$ cat src/common/riw_defines.vh
`ifndef RIW_DEFINES_VH
`define RIW_DEFINES_VH

// ****************************************
// register byte offsets
// ****************************************
`define RIW_REG_CTRL 8'h00
`define RIW_REG_RXLEN 8'h04
`define RIW_REG_RING_EN 8'h08
`define RIW_REG_STATUS 8'h0c
`define RIW_REG_DST_LO 8'h10
`define RIW_REG_DST_HI 8'h14
`define RIW_REG_RX_LO 8'h18
`define RIW_REG_RX_HI 8'h1c

// ****************************************
// register fields and reset values
// ****************************************
`define RIW_CTRL_RAL 0
`define RIW_CTRL_WIDE 1
`define RIW_CTRL_RST 2'h0
`define RIW_RXLEN_RST 14'h0800
`define RIW_RING_EN_RST 8'hff
`define RIW_STAT_ALIGN 0
`define RIW_STAT_DISC 1

// ****************************************
// buffer descriptor fields
// ****************************************
`define RIW_DESC_DISCARD 62
`define RIW_DESC_LEN_HI 39
`define RIW_DESC_LEN_LO 32
`define RIW_DESC_ADDR_LO2 2
`define RIW_SRC_TAG_HI 59
`define RIW_SRC_TAG_LO 48
`define RIW_SRC_CMD_HI 47
`define RIW_SRC_CMD_LO 45

// ****************************************
// indication word fields
// ****************************************
`define RIW_IND_KIND_HI 63
`define RIW_IND_KIND_LO 60
`define RIW_IND_SINGLE 59
`define RIW_IND_SPLIT 58
`define RIW_IND_CRC 57
`define RIW_IND_OVR 57
`define RIW_IND_PAR 56
`define RIW_IND_FLAGS_HI 55
`define RIW_IND_FLAGS_LO 48
`define RIW_IND_PER_HI 54
`define RIW_IND_PER_LO 52
`define RIW_IND_CMD_HI 47
`define RIW_IND_CMD_LO 45
`define RIW_IND_DMC_HI 47
`define RIW_IND_DMC_LO 46
`define RIW_IND_STT_HI 42
`define RIW_IND_STT_LO 40
`define RIW_IND_TAG_HI 35
`define RIW_IND_TAG_LO 24
`define RIW_IND_MK_HI 23
`define RIW_IND_DMA_LEN_HI 12
`define RIW_IND_RX_LEN_HI 15

// ****************************************
// indication kinds
// ****************************************
`define RIW_KIND_DMA_OK 4'h1
`define RIW_KIND_DMA_ERR 4'h2
`define RIW_KIND_MAKE 4'h3
`define RIW_KIND_RX_NORM 4'h4
`define RIW_KIND_RX_ERR 4'h5

// ****************************************
// codes
// ****************************************
`define RIW_PER_SRC_ABORT 3'b001
`define RIW_PER_SRC_PARITY 3'b010
`define RIW_PER_DST_ABORT 3'b100
`define RIW_PER_DST_PARITY 3'b111
`define RIW_DMC_RESERVED 2'b00
`define RIW_DMC_PROMISC 2'b10
`define RIW_DMC_CAM 2'b01
`define RIW_DMC_LOCAL 2'b11
`define RIW_STT_SECONDARY 3'b000
`define RIW_STT_SA_MATCH 3'b001
`define RIW_STT_DA_NOMATCH 3'b010
`define RIW_STT_DEV_ABORT 3'b011
`define RIW_STT_BAD_LEN 3'b100
`define RIW_STT_FRAGMENT 3'b101
`define RIW_STT_FORMAT 3'b110
`define RIW_STT_MAC_RESET 3'b111
`define RIW_BUF_MIN 14'h0040

`endif

$ cat src/rtl/riw_ring_indication_writer.v
// Contract
// destination discard aborts the rest of the DMA frame.
// error-free DMA frame writes a success indication.
// indication takes user_tag of the final source descriptor.
// source command bits 47..45 copied into indication.
// success length is frame bytes modulo 8K.
// abort code 001 source side, 100 destination side or discard.
// parity code 010 source side, 111 destination side.
// make-indication 24-bit field copied unchanged.
// one-hot length field, 64 bytes doubling up to 8K.
// zero length field uses the receive buffer length register.
// software aligns buffers to the access width.
// receive discard drops the rest of the frame.
// normal indication even on CRC error, crc_error_flag set.
// split_flag set in both split parts, clear otherwise.
// single_buffer_flag 1 for one buffer, 0 for several.
// dest_match_code 00 reserved, 10 promiscuous, 01 CAM, 11 local.
// split mode reports header and data lengths separately.
// header status fields invalid in split mode.
// error indication only under receive_all_mode, device abort or long fragment; the code also writes one on overrun.
// overrun sets overrun_flag and disables that ring's receiver.
// 3-bit mac_receive_status encoding.
// MAC interface error zeros bits 55..48 of the error indication.
//
// The address map and strobed register access were decided locally.
`timescale 1ns/1ps
`default_nettype none
`include "riw_defines.vh"

module riw_ring_indication_writer #(
    parameter RINGS = 8,
    parameter TAG_W = 12
) (
    // clock and reset
    input wire clk,
    input wire rst_b,
    // register port
    input wire [7:0] reg_addr,
    input wire [31:0] reg_wdata,
    input wire reg_wr,
    input wire reg_rd,
    output reg [31:0] reg_rdata_r,
    // destination / receive descriptor fetch
    input wire desc_valid,
    input wire desc_is_rx,
    input wire [63:0] desc_word,
    output reg [13:0] buf_len_r,
    output reg buf_len_valid_r,
    output reg dma_discard_r,
    output reg rx_discard_r,
    // dma frame end
    input wire dma_end,
    input wire [63:0] dma_src_desc,
    input wire [15:0] dma_byte_count,
    input wire dma_single_buf,
    input wire dma_src_abort,
    input wire dma_src_parity,
    input wire dma_dst_abort,
    input wire dma_dst_parity,
    // make indication command
    input wire mk_ind,
    input wire [23:0] mk_ind_field,
    // destination ring indication
    output reg dst_ind_valid_r,
    output reg [63:0] dst_ind_word_r,
    // receive frame end
    input wire rx_end,
    input wire [2:0] rx_ring,
    input wire [15:0] rx_byte_count,
    input wire rx_single_buf,
    input wire rx_split,
    input wire rx_header_part,
    input wire rx_crc_err,
    input wire [7:0] rx_flags,
    input wire rx_match_local,
    input wire rx_match_cam,
    input wire rx_match_promisc,
    input wire [2:0] rx_mac_status,
    input wire rx_err_frame,
    input wire rx_dev_abort,
    input wire rx_frag_over_wm,
    input wire rx_overrun,
    input wire rx_parity,
    input wire rx_mac_side_interface_err,
    // receive ring indication and ring state
    output reg rx_ind_valid_r,
    output reg [63:0] rx_ind_word_r,
    output reg [RINGS-1:0] rx_ring_en_r
);

    // ****************************************
    // functions
    // ****************************************
    // lowest set bit wins, so a malformed field still gives one size
    function [13:0] buf_decode;
        input [7:0] code;
        input [13:0] dflt;
        integer i;
        begin
            buf_decode = dflt;
            for (i = 7; i >= 0; i = i - 1) begin
                if (code[i]) begin
                    buf_decode = `RIW_BUF_MIN << i;
                end
            end
        end
    endfunction

    function [1:0] dmc_encode;
        input local_m;
        input cam_m;
        input promisc_m;
        begin
            if (local_m) begin
                dmc_encode = `RIW_DMC_LOCAL;
            end else if (cam_m) begin
                dmc_encode = `RIW_DMC_CAM;
            end else if (promisc_m) begin
                dmc_encode = `RIW_DMC_PROMISC;
            end else begin
                dmc_encode = `RIW_DMC_RESERVED;
            end
        end
    endfunction

    // ****************************************
    // registers
    // ****************************************
    reg [1:0] ctrl_r;
    reg [13:0] rxlen_r;
    reg align_err_r;
    reg dma_disc_pend_r;
    reg [63:0] dst_ind_nxt;
    reg [63:0] rx_ind_nxt;
    reg rx_ind_go;
    reg [2:0] per_nxt;
    reg dma_err;
    reg [RINGS-1:0] ring_en_nxt;

    wire desc_discard = desc_valid & desc_word[`RIW_DESC_DISCARD];
    wire dma_disc_now = dma_disc_pend_r | (desc_discard & ~desc_is_rx);
    wire misaligned = ctrl_r[`RIW_CTRL_WIDE] ? (desc_word[`RIW_DESC_ADDR_LO2:0] != 3'h0)
                                              : (desc_word[1:0] != 2'h0);
    wire rx_ring_on = rx_ring_en_r[rx_ring];
    wire rx_err_case = (rx_err_frame & ctrl_r[`RIW_CTRL_RAL]) | rx_dev_abort
                       | rx_frag_over_wm | rx_overrun;
    wire hdr_invalid = rx_split & rx_header_part;

    // ****************************************
    // dma indication build
    // ****************************************
    always @* begin
        per_nxt = 3'h0;
        dma_err = 1'b1;
        if (dma_dst_parity) begin
            per_nxt = `RIW_PER_DST_PARITY;
        end else if (dma_dst_abort | dma_disc_now) begin
            per_nxt = `RIW_PER_DST_ABORT;
        end else if (dma_src_parity) begin
            per_nxt = `RIW_PER_SRC_PARITY;
        end else if (dma_src_abort) begin
            per_nxt = `RIW_PER_SRC_ABORT;
        end else begin
            dma_err = 1'b0;
        end
        dst_ind_nxt = 64'h0;
        if (dma_end) begin
            dst_ind_nxt[`RIW_IND_SINGLE] = dma_single_buf;
            dst_ind_nxt[`RIW_IND_TAG_HI:`RIW_IND_TAG_LO] =
                dma_src_desc[`RIW_SRC_TAG_HI:`RIW_SRC_TAG_LO];
            dst_ind_nxt[`RIW_IND_CMD_HI:`RIW_IND_CMD_LO] =
                dma_src_desc[`RIW_SRC_CMD_HI:`RIW_SRC_CMD_LO];
            if (dma_err) begin
                dst_ind_nxt[`RIW_IND_KIND_HI:`RIW_IND_KIND_LO] = `RIW_KIND_DMA_ERR;
                dst_ind_nxt[`RIW_IND_PER_HI:`RIW_IND_PER_LO] = per_nxt;
            end else begin
                dst_ind_nxt[`RIW_IND_KIND_HI:`RIW_IND_KIND_LO] = `RIW_KIND_DMA_OK;
                dst_ind_nxt[`RIW_IND_DMA_LEN_HI:0] =
                    dma_byte_count[`RIW_IND_DMA_LEN_HI:0];
            end
        end else if (mk_ind) begin
            dst_ind_nxt[`RIW_IND_KIND_HI:`RIW_IND_KIND_LO] = `RIW_KIND_MAKE;
            dst_ind_nxt[`RIW_IND_MK_HI:0] = mk_ind_field;
        end
    end

    // ****************************************
    // receive indication build
    // ****************************************
    always @* begin
        rx_ind_nxt = 64'h0;
        rx_ind_go = 1'b0;
        ring_en_nxt = rx_ring_en_r;
        if (rx_end & rx_ring_on) begin
            rx_ind_nxt[`RIW_IND_SINGLE] = rx_single_buf;
            rx_ind_nxt[`RIW_IND_SPLIT] = rx_split;
            rx_ind_nxt[`RIW_IND_RX_LEN_HI:0] = rx_byte_count;
            if (rx_err_case) begin
                rx_ind_go = 1'b1;
                rx_ind_nxt[`RIW_IND_KIND_HI:`RIW_IND_KIND_LO] = `RIW_KIND_RX_ERR;
                rx_ind_nxt[`RIW_IND_OVR] = rx_overrun;
                rx_ind_nxt[`RIW_IND_PAR] = rx_parity;
                if (!rx_mac_side_interface_err && !hdr_invalid) begin
                    rx_ind_nxt[`RIW_IND_FLAGS_HI:`RIW_IND_FLAGS_LO] = rx_flags;
                end
                if (rx_dev_abort) begin
                    rx_ind_nxt[`RIW_IND_STT_HI:`RIW_IND_STT_LO] = `RIW_STT_DEV_ABORT;
                end else if (rx_frag_over_wm) begin
                    rx_ind_nxt[`RIW_IND_STT_HI:`RIW_IND_STT_LO] = `RIW_STT_FRAGMENT;
                end else if (!hdr_invalid) begin
                    rx_ind_nxt[`RIW_IND_STT_HI:`RIW_IND_STT_LO] = rx_mac_status;
                end
                if (rx_overrun) begin
                    ring_en_nxt[rx_ring] = 1'b0;
                end
            end else if (!rx_err_frame) begin
                rx_ind_go = 1'b1;
                rx_ind_nxt[`RIW_IND_KIND_HI:`RIW_IND_KIND_LO] = `RIW_KIND_RX_NORM;
                if (!hdr_invalid) begin
                    rx_ind_nxt[`RIW_IND_CRC] = rx_crc_err;
                    rx_ind_nxt[`RIW_IND_FLAGS_HI:`RIW_IND_FLAGS_LO] = rx_flags;
                    rx_ind_nxt[`RIW_IND_DMC_HI:`RIW_IND_DMC_LO] =
                        dmc_encode(rx_match_local, rx_match_cam, rx_match_promisc);
                end
            end
        end
    end

    // ****************************************
    // descriptor path
    // ****************************************
    always @(posedge clk) begin
        if (!rst_b) begin
            buf_len_r <= 14'h0;
            buf_len_valid_r <= 1'b0;
            dma_discard_r <= 1'b0;
            rx_discard_r <= 1'b0;
            dma_disc_pend_r <= 1'b0;
        end else begin
            buf_len_valid_r <= desc_valid;
            dma_discard_r <= desc_discard & ~desc_is_rx;
            rx_discard_r <= desc_discard & desc_is_rx;
            if (desc_valid) begin
                buf_len_r <= buf_decode(desc_word[`RIW_DESC_LEN_HI:`RIW_DESC_LEN_LO], rxlen_r);
            end
            // discard sticks until its own frame ends
            if (dma_end) begin
                dma_disc_pend_r <= 1'b0;
            end else if (desc_discard & ~desc_is_rx) begin
                dma_disc_pend_r <= 1'b1;
            end
        end
    end

    // ****************************************
    // indication outputs
    // ****************************************
    always @(posedge clk) begin
        if (!rst_b) begin
            dst_ind_valid_r <= 1'b0;
            dst_ind_word_r <= 64'h0;
            rx_ind_valid_r <= 1'b0;
            rx_ind_word_r <= 64'h0;
            rx_ring_en_r <= `RIW_RING_EN_RST;
        end else begin
            dst_ind_valid_r <= dma_end | mk_ind;
            if (dma_end | mk_ind) begin
                dst_ind_word_r <= dst_ind_nxt;
            end
            rx_ind_valid_r <= rx_ind_go;
            if (rx_ind_go) begin
                rx_ind_word_r <= rx_ind_nxt;
            end
            // an overrun beats a software enable in the same cycle
            if (reg_wr && reg_addr == `RIW_REG_RING_EN) begin
                rx_ring_en_r <= reg_wdata[RINGS-1:0] & (ring_en_nxt | ~rx_ring_en_r);
            end else begin
                rx_ring_en_r <= ring_en_nxt;
            end
        end
    end

    // ****************************************
    // register port
    // ****************************************
    always @(posedge clk) begin
        if (!rst_b) begin
            ctrl_r <= `RIW_CTRL_RST;
            rxlen_r <= `RIW_RXLEN_RST;
            align_err_r <= 1'b0;
            reg_rdata_r <= 32'h0;
        end else begin
            if (reg_wr && reg_addr == `RIW_REG_CTRL) begin
                ctrl_r <= reg_wdata[1:0];
            end
            if (reg_wr && reg_addr == `RIW_REG_RXLEN) begin
                rxlen_r <= reg_wdata[13:0];
            end
            // a new misalignment wins over the clear
            if (desc_valid & misaligned) begin
                align_err_r <= 1'b1;
            end else if (reg_wr && reg_addr == `RIW_REG_STATUS && reg_wdata[`RIW_STAT_ALIGN]) begin
                align_err_r <= 1'b0;
            end
            reg_rdata_r <= 32'h0;
            if (reg_rd) begin
                case (reg_addr)
                    `RIW_REG_CTRL: begin
                        reg_rdata_r <= {30'h0, ctrl_r};
                    end
                    `RIW_REG_RXLEN: begin
                        reg_rdata_r <= {18'h0, rxlen_r};
                    end
                    `RIW_REG_RING_EN: begin
                        reg_rdata_r <= {{(32-RINGS){1'b0}}, rx_ring_en_r};
                    end
                    `RIW_REG_STATUS: begin
                        reg_rdata_r <= {30'h0, dma_disc_pend_r, align_err_r};
                    end
                    `RIW_REG_DST_LO: begin
                        reg_rdata_r <= dst_ind_word_r[31:0];
                    end
                    `RIW_REG_DST_HI: begin
                        reg_rdata_r <= dst_ind_word_r[63:32];
                    end
                    `RIW_REG_RX_LO: begin
                        reg_rdata_r <= rx_ind_word_r[31:0];
                    end
                    `RIW_REG_RX_HI: begin
                        reg_rdata_r <= rx_ind_word_r[63:32];
                    end
                    default: begin
                        reg_rdata_r <= 32'h0;
                    end
                endcase
            end
        end
    end

endmodule // riw_ring_indication_writer
`default_nettype wire

$ cat config.mk
export PLATFORM = sky130hd
export DESIGN_NAME = riw_ring_indication_writer
export DESIGN_NICKNAME = d
export VERILOG_FILES = /design/src/rtl/riw_ring_indication_writer.v
export VERILOG_INCLUDE_DIRS = /design/src /design/src/common
export SDC_FILE = /design/constraint.sdc
export NUM_CORES = 1
export LEC_CHECK = 0
export ABC_CLOCK_PERIOD_IN_PS = 2200
export BUFFER_PORTS_ARGS = -buffer_cell sky130_fd_sc_hd__buf_2
export CAP_MARGIN = 10
export CORE_AREA = 5 5 175 177
export DETAILED_ROUTE_END_ITERATION = 8
export DIE_AREA = 0 0 180 182
export GPL_TIMING_DRIVEN = 0
export PLACE_DENSITY = 0.6
export SLEW_MARGIN = 20
export SYNTH_ARGS = -nofsm -noshare
export SYNTH_HDL_FRONTEND = slang
export SYNTH_SLANG_ARGS = --single-unit
$ cat constraint.sdc
create_clock -name clk -period 2.2 [get_ports clk]
set_input_delay 0.22 -clock clk [delete_from_list [all_inputs] [get_ports clk]]
set_output_delay 0.22 -clock clk [all_outputs]
set_load 0.02 [all_outputs]
==> impl_metrics.tcl, run 1 <==
set metrics [dict create \
    wl_um 30930 \
    setup_viol 0 \
    synthArstFlopShare_pct 0 \
    ys_seq_area_share_pct 43.95 \
    globalRouteOverflowTotal 0 \
    cp-startpoint "desc_is_rx" \
    leakage_nw 4.670 \
    clkTransAtPathRegs_ps 70 \
    pre_cts_ws_ps -330.4 \
    synth_ff_type "dfxtp_1" \
    remaining_drc_errors 0 \
    required_ps 2550 \
    crit_type "in -> reg" \
    p_comb_share_pct 14.3 \
    antenna_found_initial 3 \
    ios 452 \
    portBuffers 279 \
    fin_ws_ps 82.03 \
    via_per_inst 4.594 \
    fp-row-count 63 \
    dr_total_vias 7066 \
    antennaDiodeCount 0 \
    rr_startpoint "dma_disc_pend_r" \
    fin_tns_setup_ps 0 \
    core_mm2 0.02909 \
    r2r_cells 4 \
    crit_path_end_kind "flop" \
    critPathMaxFanout 10 \
    slew_viol_final 0 \
    synth_edf_count 0 \
    p_switching_w 0.002025 \
    maxCapViolCount 0 \
    ir_drop_mv 0.4506 \
    hold_slack_ps 25.68 \
    rsz0062_at_grt "false" \
    dieWidth_um 180 \
    fin_util_pct 33.88 \
    drt-initial-drc-count 347 \
    layout.nets 1400 \
    finalHoldViolations 0 \
    first_global_vias 7102 \
    finalNonFillerCells 1538 \
    cts_tree "yes" \
    grt_usage_pct 18.21 \
    swShare_pct 27.68 \
    whs_path_depth 3 \
    yosysWarningCount 0 \
    first_pass_iters 5 \
    drive_gt1_share_pct 34.23 \
    grt_pass1_wl_um 44910 \
    cts-root-buf "clkbuf_16" \
    outcome "finished clean" \
    synthesis.area_mm2 0.007151 \
    cts_buffers 17 \
    wl_per_cell_um 20.11 \
    syn_avg_cell_area_um2 9.063 \
    min_from "desc_word[62]" \
    synth_cells 789 \
    cts_buffer_depth 2 \
    fmax_mhz 472.2 \
    post-route-period-util_pct 96.27 \
    clkPwrFrac_pct 44.2 \
    grt_max_degree 17 \
    power.internal_w 0.005290 \
    min_path_type "in -> reg" \
    max_slew_margin_pct 37.81 \
    postRouteAntennaNets 0 \
    power.density_mw_per_mm2 742.4 \
    fin_skew_ps 9.515 \
    seqPwrFrac_pct 41.5 \
    syn2layout_area_growth_pct 37.80 \
    detailed_place_hpwl_um 24480 \
    clkLatencyLatePin_ps 420 \
    place_inst 1505 \
    die_h_um 182 \
    start_util_pct 24.58 \
    die-area_mm2 0.03276 \
    startpoint_type "input pin" \
    ys_types 64 \
    clock-sinks 157 \
    fin_crit_ps 2118 \
    h-tree-depth 4 \
    gp_congestion 0.8526 \
    synth_seq_cells 157 \
    cp.arrival_ps 2470 \
    worst_slew_pin_slew_ps 920.4 \
]
## path summary, 6_finish.rpt
| kind | to | slack, ps |
|---|---|---|
| max | dst_ind_word_r[5] | 80 |
| min | dma_discard_r | 30 |
| max reg2reg | dst_ind_word_r[5] | 300 |
| min reg2reg | buf_len_r[13] | 450 |
## cells in the mapped netlist, drive strengths merged (3+ instances only)
cell,instances,share of area (%)
dfxtp,157,44
nand2,77,4.0
nor2,74,3.9
mux2i,72,10
buf,69,7.1
a21oi,45,3.1
nor2b,41,3.6
clkbuf,31,1.6
o21ai,30,2.1
a22oi,21,2.2
inv,20,1.0
nor3b,19,2.0
nand3,15,1.2
a41oi,14,1.7
mux2,9,1.5
a221oi,8,0.98
a22o,8,0.98
nor3,8,0.63
a31oi,6,0.52
o22ai,6,0.52
and2,5,0.44
nand4,4,0.35
o22a,4,0.49
nand2b,3,0.26
nor4,3,0.35
nor4b,3,0.79
o21a,3,0.31
## state kept, by name, summed over array words and instances, names as in the netlist, 2 cells and up
signal,cells
rxlen_r,14
dst_ind_word_r,45
rx_ind_word_r,35
buf_len_r,14
ctrl_r,2
rx_ring_en_r,8
reg_rdata_r,32
## worst max-delay path, cell delays in order
cell and delay (ps):
dlygate4sd3_1 530, buf_2 120, and3b_1 270, nor4_2 540, clkbuf_1 410, a41oi_1 250
nor2_1 130
## placed cells by master (no fill, tap or decap), drive strengths merged, types with 3 or more instances in the layout
cell type,n
nand2,77
a22oi,21
dfxtp,157
mux2i,72
o22a,4
a41oi,14
mux2,9
bufinv,4
clkinv,4
nand3,15
conb,48
nor3,8
a22o,8
a221oi,8
o21a,3
a21oi,45
nor2b,41
o22ai,6
inv,23
nor3b,19
nor2,74
nor4,3
nand4,4
clkbuf,51
o21ai,30
and2,5
a31oi,6
nand2b,3
nor4b,3
buf,348
## kinds of logic (layout without fill, tap and decap cells)
group / Yosys count / count (layout) / share of synthesized area [%]
AND/OR/NAND/NOR: 266 / 266 / 19.06
flip-flops: 157 / 157 / 43.95
other: 1 / 48 / 0.05244
AO/OA/AOI/OAI: 162 / 162 / 14.98
buffers and inverters: 120 / 432 / 9.781
multiplexers: 83 / 83 / 12.18
## layer usage
metal / part of all wire, % / wire length, um / GRT usage (%)
met2: 48 / 14720 / 30.56
met4: 1.3 / 398 / 3.993
met3: 8.2 / 2545 / 6.370
met1: 43 / 13240 / 22.67
met5: 0.087 / 27 / 0
## per-stage QoR
step / area, um^2 / power (W)
final: 9853 / 0.007315
after global routing: 9853 / 0.007601
after CTS: 9852 / 0.007394
after detailed placement: 9211 / 0.004145
after global placement: 9211 / 0.004137
after floorplan: 7327 / 0.003685
## power by group through the flow
stage	Sequential [W]	Clock [W]	Combinational (W)
6_report	0.00303	0.00323	0.00105
5_1_grt	0.00304	0.00342	0.00114
4_1_cts	0.00304	0.00331	0.00105
3_5_place_dp	0.00310	0	0.00104
3_3_place_gp	0.00310	0	0.00104
2_1_floorplan	0.00317	0	0.000518
## final cells by class
cell class,count,area (um^2)
well taps,390,488.0
inverters,20,75.07
clock inverters,12,183.9
flip-flops and latches,157,3143
fillers,3086,19230
clock buffers,20,446.7
repair buffers,280,1406
plain buffers,100,625.6
multi-input cells,559,3485
## what timing repair did
action                                 in CTS  in global routing
buffers inserted                            0                  0
endpoints found under the hold margin       1                  0
gates resized for setup                     0                  2
hold buffers                                1                  0
setup endpoints to repair                   0                 10
No activity file was read; power rests on OpenSTA's default activity.
==> run 2, diff against run 1 <==
- CORE_AREA: 5 5 175 177 -> 5 5 173 175
- CTS_BUF_LIST: default -> sky130_fd_sc_hd__clkbuf_8
- DIE_AREA: 0 0 180 182 -> 0 0 178 180
- PLACE_DENSITY: 0.6 -> 0.61
==> run 2 against run 1 <==
  * Combinational power increased by 6%
  * Sequential power barely moved
  * Sequential cell count is the same
  * Cell count is 2.5% higher
  * Critical path type unchanged
  * Largest cell class unchanged
  * Largest power group is now sequential cells
==> impl_metrics.tcl, run 2 (synthesis results as in run 1) <==
set metrics [dict create \
    reg_top3 "dst_ind_word_r (45), rx_ind_word_r (35), reg_rdata_r (32)" \
    drt-initial-drc-count 352 \
    grt_pass1_wl_um 44610 \
    cts_resized 0 \
    grt_max_degree 17 \
    fin_util_pct 35.55 \
    post-route-period-util_pct 91.89 \
    leakage_nw 4.744 \
    cts_buffers 17 \
    rr_startpoint "dma_disc_pend_r" \
    dieWidth_um 178 \
    wl_per_cell_um 19.72 \
    power.density_mw_per_mm2 640.9 \
    fin_crit_ps 2022 \
    worst_slew_pin_slew_ps 956.3 \
    cp.arrival_ps 2400 \
    r2r_end "dst_ind_word_r[10]" \
    grt_usage_pct 18.60 \
    via_per_inst 4.556 \
    clkLatencyLatePin_ps 460 \
    whs_path_depth 3 \
    antenna_found_initial 1 \
    fin_tns_setup_ps 0 \
    detailed_place_hpwl_um 24860 \
    fp-row-count 62 \
    clkTransAtPathRegs_ps 90 \
    first_pass_iters 5 \
    crit_path_end_kind "flop" \
    largest_register_ffs 45 \
    wl_um 31090 \
    layout_common_cells "buf_2 (290), dfxtp_1 (157), nand2_1 (77), nor2_1 (74), mux2i_1 (72)" \
    cts_buffer_depth 2 \
    max_slew_margin_pct 35.38 \
    cts-root-buf "clkbuf_8" \
    min_path_type "in -> reg" \
    start_util_pct 25.25 \
    die_h_um 180 \
    rsz0062_at_grt "false" \
    holdPathEnd "rx_ind_word_r[9]" \
    required_ps 2580 \
    critPathMaxFanout 10 \
    layout.nets 1444 \
    outcome "finished clean" \
    slew_viol_final 0 \
    startpoint_type "input pin" \
    crit_type "in -> reg" \
    finalHoldViolations 0 \
    h-tree-depth 4 \
    ios 452 \
    syn2layout_area_growth_pct 40.75 \
    remaining_drc_errors 0 \
    die-area_mm2 0.03204 \
    portBuffers 279 \
    postRouteAntennaNets 0 \
    finalNonFillerCells 1576 \
    gp_congestion 0.8049 \
    first_global_vias 7146 \
    top_register "dst_ind_word_r" \
    globalRouteOverflowTotal 0 \
    dr_total_vias 7181 \
    drive_gt1_share_pct 32.97 \
    maxCapViolCount 0 \
    post_cts_buffers 0 \
    ir_drop_mv 0.3509 \
    fin_area_mm2 0.01006 \
    r2r_cells 4 \
    dpl-instance-area_mm2 0.009204 \
    fin_skew_ps 20.99 \
    final_common_cell "buf_2" \
    setup_viol 0 \
    cts_tree "yes" \
    clock-sinks 157 \
    min_from "rx_byte_count[9]" \
    place_inst 1499 \
    core_mm2 0.02831 \
    fmax_mhz 494.7 \
    hold_buffers 44 \
    antennaDiodeCount 0 \
    r2r_setup_slack_ps 380 \
]
[run 2: cell count changes in the layout (fill, tap and decap cells not counted), moves of 2 or more]
cell           before  now
bufinv_16           4    2
clkbuf_16          17    0
clkbuf_8            1   17
clkinv_2            2    0
clkinv_4            2    0
clkinvlp_4          1    4
dlygate4sd3_1       1   45
inv_6               2    5
[run 2: how the worst max path moves through the flow]
stage	start	end	slack [ps]	depth (start not counted)
after global placement	rst_b	rx_ind_word_r[15]	-190	6
after floorplan	rx_ring_en_r[4]	rx_ind_word_r[62]	550	6
after global routing	desc_word[62]	dst_ind_word_r[10]	120	7
final	desc_word[62]	dst_ind_word_r[10]	180	7
after CTS	desc_word[62]	dst_ind_word_r[10]	260	7
after detailed placement	rst_b	rx_ind_word_r[9]	-170	6
[run 2: per-layer routing]
metal,track usage [%],up-vias,wire (um)
li1,-,3459,-
met1,23.67,3358,13140
met2,31.11,326,14870
met3,4.937,36,2485
met4,4.920,2,581
met5,0,-,11
[run 2: area by class of cell]
class | instances | area [um^2]
fill | 2971 | 18250
multi-input combinational | 559 | 3485
sequential | 157 | 3143
timing repair buffer | 324 | 1847
buffer | 100 | 624.3
tap | 384 | 480.5
clock buffer | 17 | 234.0
clock inverter | 15 | 176.4
inverter | 20 | 75.07
[run 2: worst max-delay path, cell delays in order]
cell	delay (ps)
dlygate4sd3_1	540
buf_2	140
and3b_1	260
nor4_2	470
clkbuf_1	420
a41oi_1	210
nor2_1	120
[run 2: power breakdown]
group / internal (W) / total, W / switching, W
Combinational: 0.000456 / 0.00111 / 0.000651
Clock: 0.00105 / 0.00231 / 0.00126
Sequential: 0.00293 / 0.00304 / 0.000101
Total: 0.00444 / 0.00645 / 0.00201
[run 2: per-stage QoR]
step	power (W)	worst slack [ps]	hold WS [ps]
6_report	0.006451	178.5	34.56
5_1_grt	0.006733	123.2	6.057
4_1_cts	0.006523	263.1	0.1580
3_5_place_dp	0.004146	-173.3	412.0
3_3_place_gp	0.004137	-193.6	403.0
2_1_floorplan	0.003685	547.9	291.5
